$ cat src/verilog/raex_cfg.svh
// constants for the return and logic op executor
`ifndef RAEX_CFG_SVH
`define RAEX_CFG_SVH
`define RAEX_GIE_BIT        7
`define RAEX_PC_RESET       13'h0000
`define RAEX_ACC_RESET      8'h00
`define RAEX_IRQ_CTL_RESET  8'h00
`define RAEX_OP_IDLE        14'h0000
`define RAEX_OP_IDLE_MASK   14'h3F9F
`define RAEX_OP_RETURN      14'h0008
`define RAEX_OP_INT_EXIT    14'h0009
`define RAEX_OP_LIT_EXIT    4'hD
`define RAEX_OP_AND_FILE    6'h05
`define RAEX_OP_ADD_FILE    6'h07
`define RAEX_DEST_BIT       7
`endif

$ cat src/verilog/raex_pkg.sv
// types for the return and logic op executor
package raex_pkg;
    typedef enum logic [3:0] {
        RAEX_Q1 = 4'h1,
        RAEX_Q2 = 4'h2,
        RAEX_Q3 = 4'h4,
        RAEX_Q4 = 4'h8
    } raex_phase_t;

    typedef enum logic [5:0] {
        RAEX_K_IDLE   = 6'h01,
        RAEX_K_AND    = 6'h02,
        RAEX_K_ADD    = 6'h04,
        RAEX_K_RET    = 6'h08,
        RAEX_K_INTX   = 6'h10,
        RAEX_K_LITX   = 6'h20
    } raex_kind_t;
endpackage : raex_pkg
$ cat src/verilog/raex_alu.sv
// file-register alu for and / add with flag outputs
`timescale 1ns/10ps
module raex_alu
(
    input  wire logic       is_add,
    input  wire logic [7:0] acc,
    input  wire logic [7:0] file_val,
    output logic      [7:0] result,
    output logic            carry,
    output logic            digit_carry,
    output logic            zero
);
    logic [8:0] sum;
    logic [4:0] low_sum;

    always_comb
    begin
        sum     = {1'b0, acc} + {1'b0, file_val};
        low_sum = {1'b0, acc[3:0]} + {1'b0, file_val[3:0]};
        result  = is_add ? sum[7:0] : (acc & file_val);
        carry       = sum[8];
        digit_carry = low_sum[4];
        zero        = (result == 8'h00);
    end
endmodule : raex_alu

$ cat src/verilog/raex_exec.sv
// decode and execute of return, and, add and idle ops
`timescale 1ns/10ps
`include "raex_cfg.svh"

module raex_exec
(
    input  wire logic        clock,
    input  wire logic        rst,
    input  wire logic [13:0] instr,
    input  wire logic [12:0] stack_top_entry,
    input  wire logic [7:0]  file_rdata,
    output logic      [12:0] pc,
    output logic      [6:0]  file_addr,
    output logic      [7:0]  file_wdata,
    output logic             file_we,
    output logic             stack_pop,
    output logic      [7:0]  acc,
    output logic      [7:0]  irq_control_reg,
    output logic             carry_flag,
    output logic             digit_carry_flag,
    output logic             zero_flag,
    output logic             fetch_strobe,
    output logic             illegal_op
);
    // ************************************************************
    // state
    // ************************************************************
    // one word of state; next_st is rebuilt from it every clock
    typedef struct packed {
        raex_pkg::raex_phase_t phase;
        raex_pkg::raex_kind_t  kind;
        logic                  second;
        logic [13:0]           op;
        logic [12:0]           pc;
        logic [7:0]            acc;
        logic [7:0]            irq_ctl;
        logic                  c;
        logic                  dc;
        logic                  z;
        logic [7:0]            wdata;
        logic                  we;
        logic                  pop;
        logic                  fetch;
        logic                  bad;
    } raex_state_t;

    raex_state_t st;
    raex_state_t next_st;

    logic [7:0] alu_result;
    logic       alu_c;
    logic       alu_dc;
    logic       alu_z;

    logic                 alu_is_add;
    raex_pkg::raex_kind_t dec_kind;
    logic                 dec_bad;

    raex_alu u_alu
    (
        .is_add      (alu_is_add),
        .acc         (st.acc),
        .file_val    (file_rdata),
        .result      (alu_result),
        .carry       (alu_c),
        .digit_carry (alu_dc),
        .zero        (alu_z)
    );

    // ************************************************************
    // decode
    // ************************************************************
    // no trap for unknown words: the host must watch illegal_op
    function automatic raex_pkg::raex_kind_t raex_decode
    (
        input logic [13:0] op
    );
        raex_pkg::raex_kind_t k;
        k = raex_pkg::RAEX_K_IDLE;
        if (op == `RAEX_OP_INT_EXIT)
            k = raex_pkg::RAEX_K_INTX;
        else if (op == `RAEX_OP_RETURN)
            k = raex_pkg::RAEX_K_RET;
        else if (op[13:10] == `RAEX_OP_LIT_EXIT)
            k = raex_pkg::RAEX_K_LITX;
        else if (op[13:8] == `RAEX_OP_AND_FILE)
            k = raex_pkg::RAEX_K_AND;
        else if (op[13:8] == `RAEX_OP_ADD_FILE)
            k = raex_pkg::RAEX_K_ADD;
        return k;
    endfunction : raex_decode

    // decoded every clock; only q1 of a first cycle keeps the result
    assign dec_kind   = raex_decode(instr);
    assign dec_bad    = (dec_kind == raex_pkg::RAEX_K_IDLE) &&
                        ((instr & `RAEX_OP_IDLE_MASK) != `RAEX_OP_IDLE);
    assign alu_is_add = (st.kind == raex_pkg::RAEX_K_ADD);

    // ************************************************************
    // quarter-cycle sequencer
    // ************************************************************
    always_comb
    begin
        next_st       = st;
        next_st.we    = 1'b0;
        next_st.pop   = 1'b0;
        next_st.fetch = 1'b0;
        case (st.phase)
            raex_pkg::RAEX_Q1:
            begin
                next_st.phase = raex_pkg::RAEX_Q2;
                if (!st.second)
                begin
                    // latch the word once; it may change mid-cycle
                    next_st.op   = instr;
                    next_st.kind = dec_kind;
                    // unknown words run as idle_op but stay flagged
                    next_st.bad  = dec_bad;
                end
            end
            raex_pkg::RAEX_Q2:
                next_st.phase = raex_pkg::RAEX_Q3;
            raex_pkg::RAEX_Q3:
            begin
                next_st.phase = raex_pkg::RAEX_Q4;
                if (!st.second && st.kind == raex_pkg::RAEX_K_INTX)
                    next_st.irq_ctl[`RAEX_GIE_BIT] = 1'b1;
            end
            raex_pkg::RAEX_Q4:
            begin
                next_st.phase = raex_pkg::RAEX_Q1;
                next_st.fetch = 1'b1;
                next_st.pc    = st.pc + 13'h0001;
                next_st.second = 1'b0;
                if (!st.second)
                begin
                    case (st.kind)
                        raex_pkg::RAEX_K_AND,
                        raex_pkg::RAEX_K_ADD:
                        begin
                            if (st.op[`RAEX_DEST_BIT])
                            begin
                                next_st.we    = 1'b1;
                                next_st.wdata = alu_result;
                            end
                            else
                                next_st.acc = alu_result;
                            next_st.z = alu_z;
                            // and keeps c and dc; only add rewrites them
                            if (st.kind == raex_pkg::RAEX_K_ADD)
                            begin
                                next_st.c  = alu_c;
                                next_st.dc = alu_dc;
                            end
                        end
                        raex_pkg::RAEX_K_RET,
                        raex_pkg::RAEX_K_INTX,
                        raex_pkg::RAEX_K_LITX:
                        begin
                            // returns leave c, dc and z alone
                            next_st.pc     = stack_top_entry;
                            next_st.pop    = 1'b1;
                            next_st.second = 1'b1;
                            next_st.fetch  = 1'b0;
                            if (st.kind == raex_pkg::RAEX_K_LITX)
                                next_st.acc = st.op[7:0];
                        end
                        default:
                            next_st.pc = st.pc + 13'h0001;
                    endcase
                end
                else
                    // second cycle is idle; pc already holds return
                    next_st.pc = st.pc;
            end
            default:
                next_st.phase = raex_pkg::RAEX_Q1;
        endcase
    end

    always_ff @(posedge clock or posedge rst)
    begin
        if (rst)
        begin
            // reset loads q1, so instr is taken on the first edge after release
            st         <= '0;
            st.phase   <= raex_pkg::RAEX_Q1;
            st.kind    <= raex_pkg::RAEX_K_IDLE;
            st.pc      <= `RAEX_PC_RESET;
            st.acc     <= `RAEX_ACC_RESET;
            st.irq_ctl <= `RAEX_IRQ_CTL_RESET;
        end
        else
            st <= next_st;
    end

    // ************************************************************
    // outputs
    // ************************************************************
    assign pc               = st.pc;
    assign file_addr        = st.op[6:0];
    assign file_wdata       = st.wdata;
    assign file_we          = st.we;
    assign stack_pop        = st.pop;
    assign acc              = st.acc;
    assign irq_control_reg  = st.irq_ctl;
    assign carry_flag       = st.c;
    assign digit_carry_flag = st.dc;
    assign zero_flag        = st.z;
    // we, pop and fetch stand for the single q1 after a q4
    assign fetch_strobe     = st.fetch;
    assign illegal_op       = st.bad;
endmodule : raex_exec

$ cat config.mk
export PLATFORM = sky130hd
export DESIGN_NAME = raex_exec
export DESIGN_NICKNAME = d
export VERILOG_FILES = /design/src/verilog/raex_pkg.sv /design/src/verilog/raex_alu.sv /design/src/verilog/raex_exec.sv
export VERILOG_INCLUDE_DIRS = /design/src /design/src/verilog
export SDC_FILE = /design/constraint.sdc
export NUM_CORES = 1
export LEC_CHECK = 0
export ABC_AREA = 1
export BUFFER_PORTS_ARGS = -buffer_cell sky130_fd_sc_hd__buf_2
export CORE_ASPECT_RATIO = 0.8
export CORE_UTILIZATION = 50
export DETAILED_ROUTE_END_ITERATION = 8
export HOLD_SLACK_MARGIN = 0.03
export PLACE_DENSITY = 0.75
export SLEW_MARGIN = 30
export SYNTH_ARGS = -nofsm -noshare
export SYNTH_HDL_FRONTEND = slang
export SYNTH_SLANG_ARGS = --single-unit
$ cat constraint.sdc
create_clock -name clock -period 2.9 [get_ports clock]
set_clock_uncertainty 0.2 [all_clocks]
set_input_delay 0.435 -clock clock [delete_from_list [all_inputs] [get_ports clock]]
set_output_delay 0.435 -clock clock [all_outputs]
set_load 0.05 [all_outputs]
==> results.ini, run 1 <==
[run_status]
outcome = finished, final reports clean

[critical_path]
slowest_stage = dfrtp_1
max_stage_delay_ns = 0.43
cp-end-kind = flip-flop
start_kind = flip-flop
cp.buffers_inverters = 2
cp.required_ns = 2.89
critPathMaxFanout = 18
worstPathCellList = nor2_2 > nand4_2 > clkinv_2 > nand4_2 > nor2_4 > inv_2 > nand2_1 > nand2_1
worstSetupPathType = reg2reg
crit_cells = 8
crit_family = simple AND/OR/NAND/NOR gates
cp.arrival_ns = 2.22
reg2regPathDepth = 8

[logic_synthesis]
synth-seq-area-share = 0.3903
synthCells = 483
synthesis.area_um2 = 3597
avgSynthCellArea_um2 = 7.448
yosysWarnings = 0
synth-edff-count = 0
ys_types = 40
synth-main-ff-cell = dfrtp_1
yosys_register_bits = 56
ys_async_sr_fraction = 1.000

[finish]
fin_nets = 572
mostFrequentLayoutCell = nand2_1
diodes = 0
largest_reg_flops = 13
syn2layout_area_growth_pct = 8.591
layout_common_cells = 134 x nand2_1, 80 x buf_2, 54 x dfrtp_1
drive_gt1_frac = 0.2205
utilization = 0.5640
fillers = 674
final_cells = 613
regMostFlops = pc
reg.largest.list = pc: 13 flops, st: 12 flops

[grt]
grt_pass1_wl_mm = 13.19
grt_max_degree = 44
first_global_vias = 2880
grt.total_usage = 0.2102
grt.overflow.total = 0
antenna_found_initial = 0

[routing]
via_per_inst = 5.132
vias = 3146
ant_nets = 0
drt_first_pass_iters = 4
routed_wl_mm = 7.612
drt-initial-drc-count = 200
wire_per_inst_um = 12.42
drc = 0

[die]
io_pins = 88
rows = 27
die_w_um = 96.83
start_util = 0.5194
die_height_um = 77.87
core-area_um2 = 6925
die-area_um2 = 7540

[cts]
ctsHtreeMaxLevel = 2
clkTransAtPathRegs_ns = 0.11
ctsHoldBuffers = 0
cts-buffers-inserted = 5
clock_sinks = 56
clockBufferDepth = 2
worstSkewPairLatency_ns = 0.31
root_buffer = clkbuf_8
cts_resized = 0
post_cts_buffers = 0
cts_tree = yes

[placed_design]
numPortBuffers = 80
dpl.cell_count = 605
gp_congestion = 0.8788
dp_hpwl_mm = 5.890

[timing]
rsz0062_at_grt = false
post-route-period-util = 0.7670
finalCriticalPeriod_ns = 2.224
holdWs_ns = 0.02156
hold_violations = 0
slew-limit-headroom = 0.5013
tightestPinTransition_ns = 0.7472
drv_slew = 0
max_freq_mhz = 449.6
tns_ns = 0
setup_violations = 0

[pwr]
ir_drop_v = 0.0002717
powerDensity_nw_per_um2 = 602.5
p_leak_uw = 0.002027

[run]
maxCapViolCount = 0

[min_path]
hp-class = in2async

-- power by group --
group	switching, uW	total (uW)	internal [uW]	leakage, uW
clock network	261	609	348	0.0000687
logic	574	790	216	0.00134
registers	94.9	954	859	0.000615
-- per-stage QoR --
stage          total power, uW  cell area (um^2)  setup slack, ns
2_1_floorplan             1687              3620           0.8970
3_3_place_gp              1742              3767           0.6710
3_5_place_dp              1757              3767           0.6397
4_1_cts                   2369              3905           0.6714
5_1_grt                   2497              3906           0.4205
6_report                  2353              3906           0.6757
-- worst register-to-register path, stage by stage, from the launching register on --
cell,delay (ns)
dfrtp_1,0.43
nor2_2,0.15
nand4_2,0.33
clkinv_2,0.34
nand4_2,0.18
nor2_4,0.22
inv_2,0.12
nand2_1,0.08
nand2_1,0.05
-- final timing paths --
check	startpoint	end	slack (ns)
max reg2reg	st[66]$_DFF_PP0_	acc[0]$_DFFE_PP0P_	0.68
max	st[66]$_DFF_PP0_	acc[0]$_DFFE_PP0P_	0.68
min	rst	acc[3]$_DFFE_PP0P_	0.02
min in group clock	instr[4]	file_addr[4]$_DFFE_PP0P_	0.15
max in group asynchronous	rst	file_wdata[5]$_DFFE_PP0P_	1.87
min reg2reg	irq_control_reg[7]$_DFFE_PP0P_	irq_control_reg[7]$_DFFE_PP0P_	0.28
-- cells by family after synthesis --
logic type      after synthesis  synth area share
xor+xnor                      3          0.007306
other cells                   1          0.001042
fa+ha+maj                    10           0.03687
mux                           1          0.002783
simple gates                241            0.2967
flops                        56            0.3903
compound gates               61           0.09843
buf+inv                     110            0.1666
-- routing by layer --
layer,vias up,track usage,part of all wire
met5,-,0,0
met1,1456,0.3071,0.51
met3,2,0.03604,0.061
li1,1597,-,-
met2,91,0.3345,0.42
met4,0,0.02836,0.0016
-- area by class of cell --
type / instances / area, um^2 / share of cell area
Tap cell: 87 / 108.9 / 0.02787
Multi-Input combinational cell: 323 / 1617 / 0.4138
Sequential cell: 56 / 1404 / 0.3594
Clock buffer: 5 / 68.82 / 0.01762
Inverter: 55 / 209.0 / 0.05349
Timing Repair Buffer: 84 / 430.4 / 0.1102
Clock inverter: 3 / 68.82 / 0.01762
-- cell usage after synthesis (3+ instances only) --
library cell | count | area [um^2]
nand2_1 | 134 | 503.0
dfrtp_1 | 54 | 1351
inv_1 | 50 | 187.7
buf_4 | 45 | 337.8
nor2_1 | 37 | 138.9
nand3_1 | 36 | 180.2
o21ai_0 | 18 | 90.09
a21oi_1 | 14 | 70.07
nand4_1 | 11 | 68.82
ha_1 | 9 | 112.6
o211ai_1 | 9 | 67.56
o21ai_1 | 9 | 45.04
buf_2 | 7 | 35.03
nor3_1 | 6 | 30.03
inv_2 | 4 | 15.01
nor2_2 | 4 | 25.02
nor2_4 | 3 | 33.78
(Power assumes the default switching activity.)
==> inputs of run 2 (changes only) <==
==> constraint.sdc (replaced) <==
create_clock -name clock -period 2.3 [get_ports clock]
set_clock_uncertainty 0.2 [all_clocks]
set_input_delay 0.345 -clock clock [delete_from_list [all_inputs] [get_ports clock]]
set_output_delay 0.345 -clock clock [all_outputs]
set_load 0.05 [all_outputs]
==> run 2 against run 1 <==
Net effect: register-to-register slack lost 0.50 ns; clock-buffer cell count stayed put; via count rose by 1.4%; hold slack gained 0.043 ns; combinational power increased by 27%; fmax rose by 4.5%; final cell count up 0.98%; sequential share of layout area decreased by 0.11 points; utilization grew 0.18 points; critical path type unchanged.
==> results.ini, run 2 (same netlist as run 1, synthesis figures left out) <==
[run_status]
outcome = finished, final reports clean  ; unchanged

[finish]
regMostFlops = pc  ; unchanged
diodes = 0  ; unchanged
syn2layout_area_growth_pct = 8.939  ; was 8.591%
drive_gt1_frac = 0.2274  ; was 0.2205
fillers = 652  ; was 674
fin_area_um2 = 3919  ; was 3906 um^2
fin_nets = 578  ; was 572
mostFrequentLayoutCell = nand2_1  ; unchanged
reg.largest.list = pc: 13 flops, st: 12 flops  ; unchanged
layout_common_cells = 134 x nand2_1, 80 x buf_2, 54 x dfrtp_1  ; unchanged
largest_reg_flops = 13  ; unchanged

[critical_path]
cp.arrival_ns = 2.14  ; was 2.22 ns
worstPathCellList = ha_1 > fa_1 > nand2_1 > nand2_1 > nand3_1 > nand2_1 > nand2_1 > nand3_1 > nand2_1 > nor2_1 > nand3_1 > nand2_1  ; was nor2_2 > nand4_2 > clkinv_2 > nand4_2 > nor2_4 > inv_2 > nand2_1 > nand2_1
cp-end-kind = flip-flop  ; unchanged
worstSetupPathType = reg2reg  ; unchanged
max_stage_delay_ns = 0.42  ; was 0.43 ns
start_kind = flip-flop  ; unchanged
cp.required_ns = 2.32  ; was 2.89 ns
critPathMaxFanout = 4  ; was 18
crit_top_cell = nand2_1
slowest_stage = fa_1  ; was dfrtp_1

[routing]
drt_first_pass_iters = 4  ; unchanged
drc = 0  ; unchanged
ant_nets = 0  ; unchanged
vias = 3191  ; was 3146
wire_per_inst_um = 12.77  ; was 12.42 um
drt-initial-drc-count = 191  ; was 200
via_per_inst = 5.155  ; was 5.132
routed_wl_mm = 7.905  ; was 7.612 mm

[die]
io_pins = 88  ; unchanged
start_util = 0.5194  ; unchanged
die-area_um2 = 7540  ; unchanged
rows = 27  ; unchanged
core-area_um2 = 6925  ; unchanged
die_height_um = 77.87  ; unchanged
die_w_um = 96.83  ; unchanged

[placed_design]
dp_hpwl_mm = 6.173  ; was 5.890 mm
gp_congestion = 0.8668  ; was 0.8788
numPortBuffers = 80  ; unchanged
pre_cts_ws_ns = 0.1231  ; was 0.6397 ns
place_area_um2 = 3817  ; was 3767 um^2

[grt]
use_met3 = 0.04234  ; was 0.03604
antenna_found_initial = 0  ; unchanged
top_usage_layer = met2  ; unchanged
grt.overflow.total = 0  ; unchanged
grt_pass1_wl_mm = 13.51  ; was 13.19 mm
grt.total_usage = 0.2179  ; was 0.2102
grt_use_met2 = 0.3451  ; was 0.3345
grt_max_degree = 45  ; was 44
first_global_vias = 2935  ; was 2880
met1_usage = 0.3159  ; was 0.3071

[timing]
postLayoutSetupSlackWorst_ns = 0.1723  ; was 0.6757 ns
rsz0062_at_grt = false  ; unchanged
max_freq_mhz = 470.0  ; was 449.6 MHz
setup_violations = 0  ; unchanged
post-route-period-util = 0.9251  ; was 0.7670
holdWs_ns = 0.06479  ; was 0.02156 ns
hold_violations = 0  ; unchanged
finalCriticalPeriod_ns = 2.128  ; was 2.224 ns
tns_ns = 0  ; unchanged
drv_slew = 0  ; unchanged

[cts]
post_cts_buffers = 0  ; unchanged
cts_resized = 0  ; unchanged
clock_sinks = 56  ; unchanged
ctsHtreeMaxLevel = 2  ; unchanged
ctsHoldBuffers = 1  ; was 0
cts-buffers-inserted = 5  ; unchanged
clockBufferDepth = 2  ; unchanged
cts_tree = yes  ; unchanged
root_buffer = clkbuf_8  ; unchanged
clkTransAtPathRegs_ns = 0.11  ; about the same
worstSkewPairLatency_ns = 0.31  ; about the same

[pwr]
p_sw_frac = 0.4290  ; was 0.3951
p_leak_uw = 0.002039  ; was 0.002027 uW
powerDensity_nw_per_um2 = 705.6  ; was 602.5 nW/um^2
clkPwrFrac = 0.202  ; was 0.259
power.switching_uw = 1186  ; was 929.9 uW
power_frac_comb = 0.362  ; was 0.336
ir_drop_v = 0.0003580  ; was 0.0002717 V
seqPwrFrac = 0.436  ; was 0.405
cell_internal_pwr_uw = 1579  ; was 1423 uW

[run]
maxCapViolCount = 0  ; unchanged

[min_path]
hp-class = in2reg  ; was in2async

run 2: cell type report:
type	count	area (um^2)	area share
multi-input cells	323	1617	0.4125
flip-flops and latches	56	1404	0.3582
repair buffers	90	490.5	0.1252
inverters	55	207.7	0.05300
well taps	87	108.9	0.02778
clock buffers	5	68.82	0.01756
clock inverters	3	22.52	0.005747
run 2: layer usage:
metal  up-vias  wire (um)
li1       1602          -
met2       122       3409
met4         0         53
met5         -          0
met1      1461       3865
met3         6        577
run 2: worst max-delay path, delay by kind of cell, from the launching register on:
family                     cells  cell delay (ns)
DFF                            1             0.41
and+or+nand+nor               10             0.78
adders and majority gates      2             0.66
run 2: path summary, 6_finish.rpt:
| kind | start | end | slack [ns] | cells after the start |
|---|---|---|---|---|
| hold / removal | instr[4] | file_addr[4]$_DFFE_PP0P_ | 0.06 | 3 |
| setup reg to reg | acc[0]$_DFFE_PP0P_ | zero_flag$_DFFE_PP0P_ | 0.17 | 12 |
| setup / recovery | acc[0]$_DFFE_PP0P_ | zero_flag$_DFFE_PP0P_ | 0.17 | 12 |
| min in group asynchronous | rst | file_addr[5]$_DFFE_PP0P_ | 0.31 | 3 |
| hold reg to reg | irq_control_reg[7]$_DFFE_PP0P_ | irq_control_reg[7]$_DFFE_PP0P_ | 0.29 | 1 |
| max in group asynchronous | rst | st[65]$_DFF_PP1_ | 1.01 | 4 |
run 2: metrics by stage:
step | utilization | total power [uW] | instances
detailed placement | 0.5512 | 2221 | 610
floorplan | - | 2127 | 489
global route | 0.5659 | 2940 | 619
global placement | 0.5512 | 2198 | 610
CTS | 0.5659 | 2770 | 619
finish | 0.5659 | 2765 | 619
run 2: power by group through the flow:
stage / combinational, uW / sequential, uW / clock [uW]
after floorplan: 938 / 1190 / 0
after global placement: 981 / 1220 / 0
after detailed placement: 1000 / 1220 / 0
after CTS: 1000 / 1200 / 563
after global routing: 1100 / 1220 / 615
final: 1000 / 1210 / 559
==> inputs of run 3 (changes only) <==
--- a/config.mk
+++ b/config.mk
@@ -13,6 +13,7 @@
 export DETAILED_ROUTE_END_ITERATION = 8
 export HOLD_SLACK_MARGIN = 0.03
 export PLACE_DENSITY = 0.75
+export REMOVE_ABC_BUFFERS = 1
 export SLEW_MARGIN = 30
 export SYNTH_ARGS = -nofsm -noshare
 export SYNTH_HDL_FRONTEND = slang
==> run 3 against run 2 <==
Net effect: clock-buffer cell count up 3; sequential power about the same; non-clock buffer count down 1; fmax up 2.6%; critical endpoint unchanged; largest power group unchanged.
==> results.ini, run 3 (same netlist as run 1, synthesis figures left out) <==
[run_status]
outcome = finished, final reports clean  ; unchanged

[critical_path]
start_kind = flip-flop  ; unchanged
cp-end-kind = flip-flop  ; unchanged
crit_family = simple AND/OR/NAND/NOR gates  ; unchanged
worstSetupPathType = reg2reg  ; unchanged
cp.buffers_inverters = 0  ; unchanged
slowest_stage = dfrtp_1  ; was fa_1
worstPathCellList = ha_1 > fa_2 > nand2_1 > nand2_1 > nand3_1 > nand2_1 > nand2_1 > nand3_1 > nand2_1 > nor2_1 > nand3_1 > nand2_1  ; was ha_1 > fa_1 > nand2_1 > nand2_1 > nand3_1 > nand2_1 > nand2_1 > nand3_1 > nand2_1 > nor2_1 > nand3_1 > nand2_1
max_stage_delay_ns = 0.41  ; was 0.42 ns
cp.required_ns = 2.31  ; was 2.32 ns
critPathMaxFanout = 4  ; unchanged
crit_top_cell = nand2_1  ; unchanged
cp.arrival_ns = 2.08  ; was 2.14 ns

[routing]
drc = 0  ; unchanged
vias = 3180  ; was 3191
ant_nets = 0  ; unchanged
wire_per_inst_um = 12.78  ; was 12.77 um
routed_wl_mm = 7.896  ; was 7.905 mm
drt_first_pass_iters = 5  ; was 4
via_per_inst = 5.146  ; was 5.155
drt-initial-drc-count = 203  ; was 191

[finish]
reg.largest.list = pc: 13 flops, st: 12 flops  ; unchanged
drive_gt1_frac = 0.2241  ; was 0.2274
fin_nets = 577  ; was 578
final_cells = 618  ; was 619
mostFrequentLayoutCell = nand2_1  ; unchanged
layout_common_cells = 134 x nand2_1, 80 x buf_2, 54 x dfrtp_1  ; unchanged
diodes = 0  ; unchanged
regMostFlops = pc  ; unchanged
largest_reg_flops = 13  ; unchanged
syn2layout_area_growth_pct = 8.765  ; was 8.939%

[pwr]
powerDensity_nw_per_um2 = 708.2  ; was 705.6 nW/um^2
p_leak_uw = 0.002030  ; was 0.002039 uW
ir_drop_v = 0.0003327  ; was 0.0003580 V

[timing]
slew-limit-headroom = 0.6171
finalCriticalPeriod_ns = 2.073  ; was 2.128 ns
setup_violations = 0  ; unchanged
postLayoutSetupSlackWorst_ns = 0.2267  ; was 0.1723 ns
rsz0062_at_grt = false  ; unchanged
max_freq_mhz = 482.3  ; was 470.0 MHz
tightestPinTransition_ns = 0.5735
post-route-period-util = 0.9014  ; was 0.9251
tns_ns = 0  ; unchanged
drv_slew = 0  ; unchanged
hold_violations = 0  ; unchanged

[min_path]
hp-class = in2reg  ; unchanged

[cts]
clkTransAtPathRegs_ns = 0.10  ; was 0.11 ns
post_cts_buffers = 0  ; unchanged
root_buffer = clkbuf_8  ; unchanged
cts-buffers-inserted = 5  ; unchanged
cts_tree = yes  ; unchanged
clock_sinks = 56  ; unchanged
worstSkewPairLatency_ns = 0.31  ; about the same
ctsHtreeMaxLevel = 2  ; unchanged
clockBufferDepth = 2  ; unchanged

[placed_design]
gp_congestion = 0.8492  ; was 0.8668
dp_hpwl_mm = 6.100  ; was 6.173 mm
dpl.cell_count = 609  ; was 610
numPortBuffers = 80  ; unchanged
pre_cts_ws_ns = 0.1420  ; was 0.1231 ns

[die]
core-area_um2 = 6925  ; unchanged
die_w_um = 96.83  ; unchanged
die-area_um2 = 7540  ; unchanged
die_height_um = 77.87  ; unchanged
start_util = 0.5194  ; unchanged
rows = 27  ; unchanged
io_pins = 88  ; unchanged

[grt]
grt.total_usage = 0.2166  ; was 0.2179
grt_pass1_wl_mm = 13.30  ; was 13.51 mm
grt.overflow.total = 0  ; unchanged
antenna_found_initial = 0  ; unchanged
first_global_vias = 2849  ; was 2935
grt_max_degree = 33  ; was 45

[run]
maxCapViolCount = 0  ; unchanged

run 3: cell count changes in the layout (fill, tap and decap cells not counted), sizes merged:
| cell | delta |
|---|---|
| clkinv | -2 |
| buf | -1 |
| clkbuf | +3 |
| inv | -1 |
run 3: metrics by stage:
stage / util / power [uW] / instance area [um^2] / hold slack [ns]
after floorplan: - / 1969 / 3228 / 0.2546
after global placement: 0.5501 / 2194 / 3810 / 0.2320
after detailed placement: 0.5501 / 2218 / 3810 / 0.2424
after CTS: 0.5646 / 2783 / 3910 / 0.05618
after global routing: 0.5650 / 2944 / 3913 / 0.05768
final: 0.5650 / 2771 / 3913 / 0.06130
run 3: per-layer routing:
| layer | global-route usage | part of all wire | vias up |
|---|---|---|---|
| li1 | - | - | 1601 |
| met1 | 0.3059 | 0.48 | 1446 |
| met2 | 0.3366 | 0.44 | 122 |
| met3 | 0.04505 | 0.074 | 11 |
| met4 | 0.06119 | 0.011 | 0 |
| met5 | 0 | 0 | - |
run 3: worst register-to-register path: cells and delay by family (launching register included):
| kind | cells | cell delay [ns] |
|---|---|---|
| flops | 1 | 0.41 |
| fa+ha+maj | 2 | 0.61 |
| simple gates | 10 | 0.74 |
run 3: path summary, 6_finish.rpt:
check,start,to,slack (ns),cells after the start
worst max register to register,acc[0]$_DFFE_PP0P_,zero_flag$_DFFE_PP0P_,0.23,12
max in group asynchronous,rst,st[59]$_DFFE_PP1P_,0.82,4
worst max-delay path,acc[0]$_DFFE_PP0P_,zero_flag$_DFFE_PP0P_,0.23,12
worst min-delay path,instr[1],file_addr[1]$_DFFE_PP0P_,0.06,3
min in group asynchronous,rst,pc[10]$_DFFE_PP0P_,0.45,3
worst min register to register,irq_control_reg[7]$_DFFE_PP0P_,irq_control_reg[7]$_DFFE_PP0P_,0.29,1
run 3: repair_timing:
| action | CTS | global route |
|---|---|---|
| hold endpoints to repair | 24 | 0 |
| hold buffers | 1 | 0 |
| resized for setup | 0 | 1 |
| endpoints found under the setup margin | 0 | 1 |
run 3: layout make-up:
type	count	area, um^2
fillers	683	3013
multi-input cells	323	1619
flip-flops and latches	56	1404
repair buffers	89	483.0
inverters	55	207.7
well taps	87	108.9
clock buffers	8	90.09
run 3: where the power goes:
group	switching, uW	internal (uW)	total, uW
registers	119	1080	1200
clock network	319	247	566
logic	725	276	1000
total	1160	1610	2770
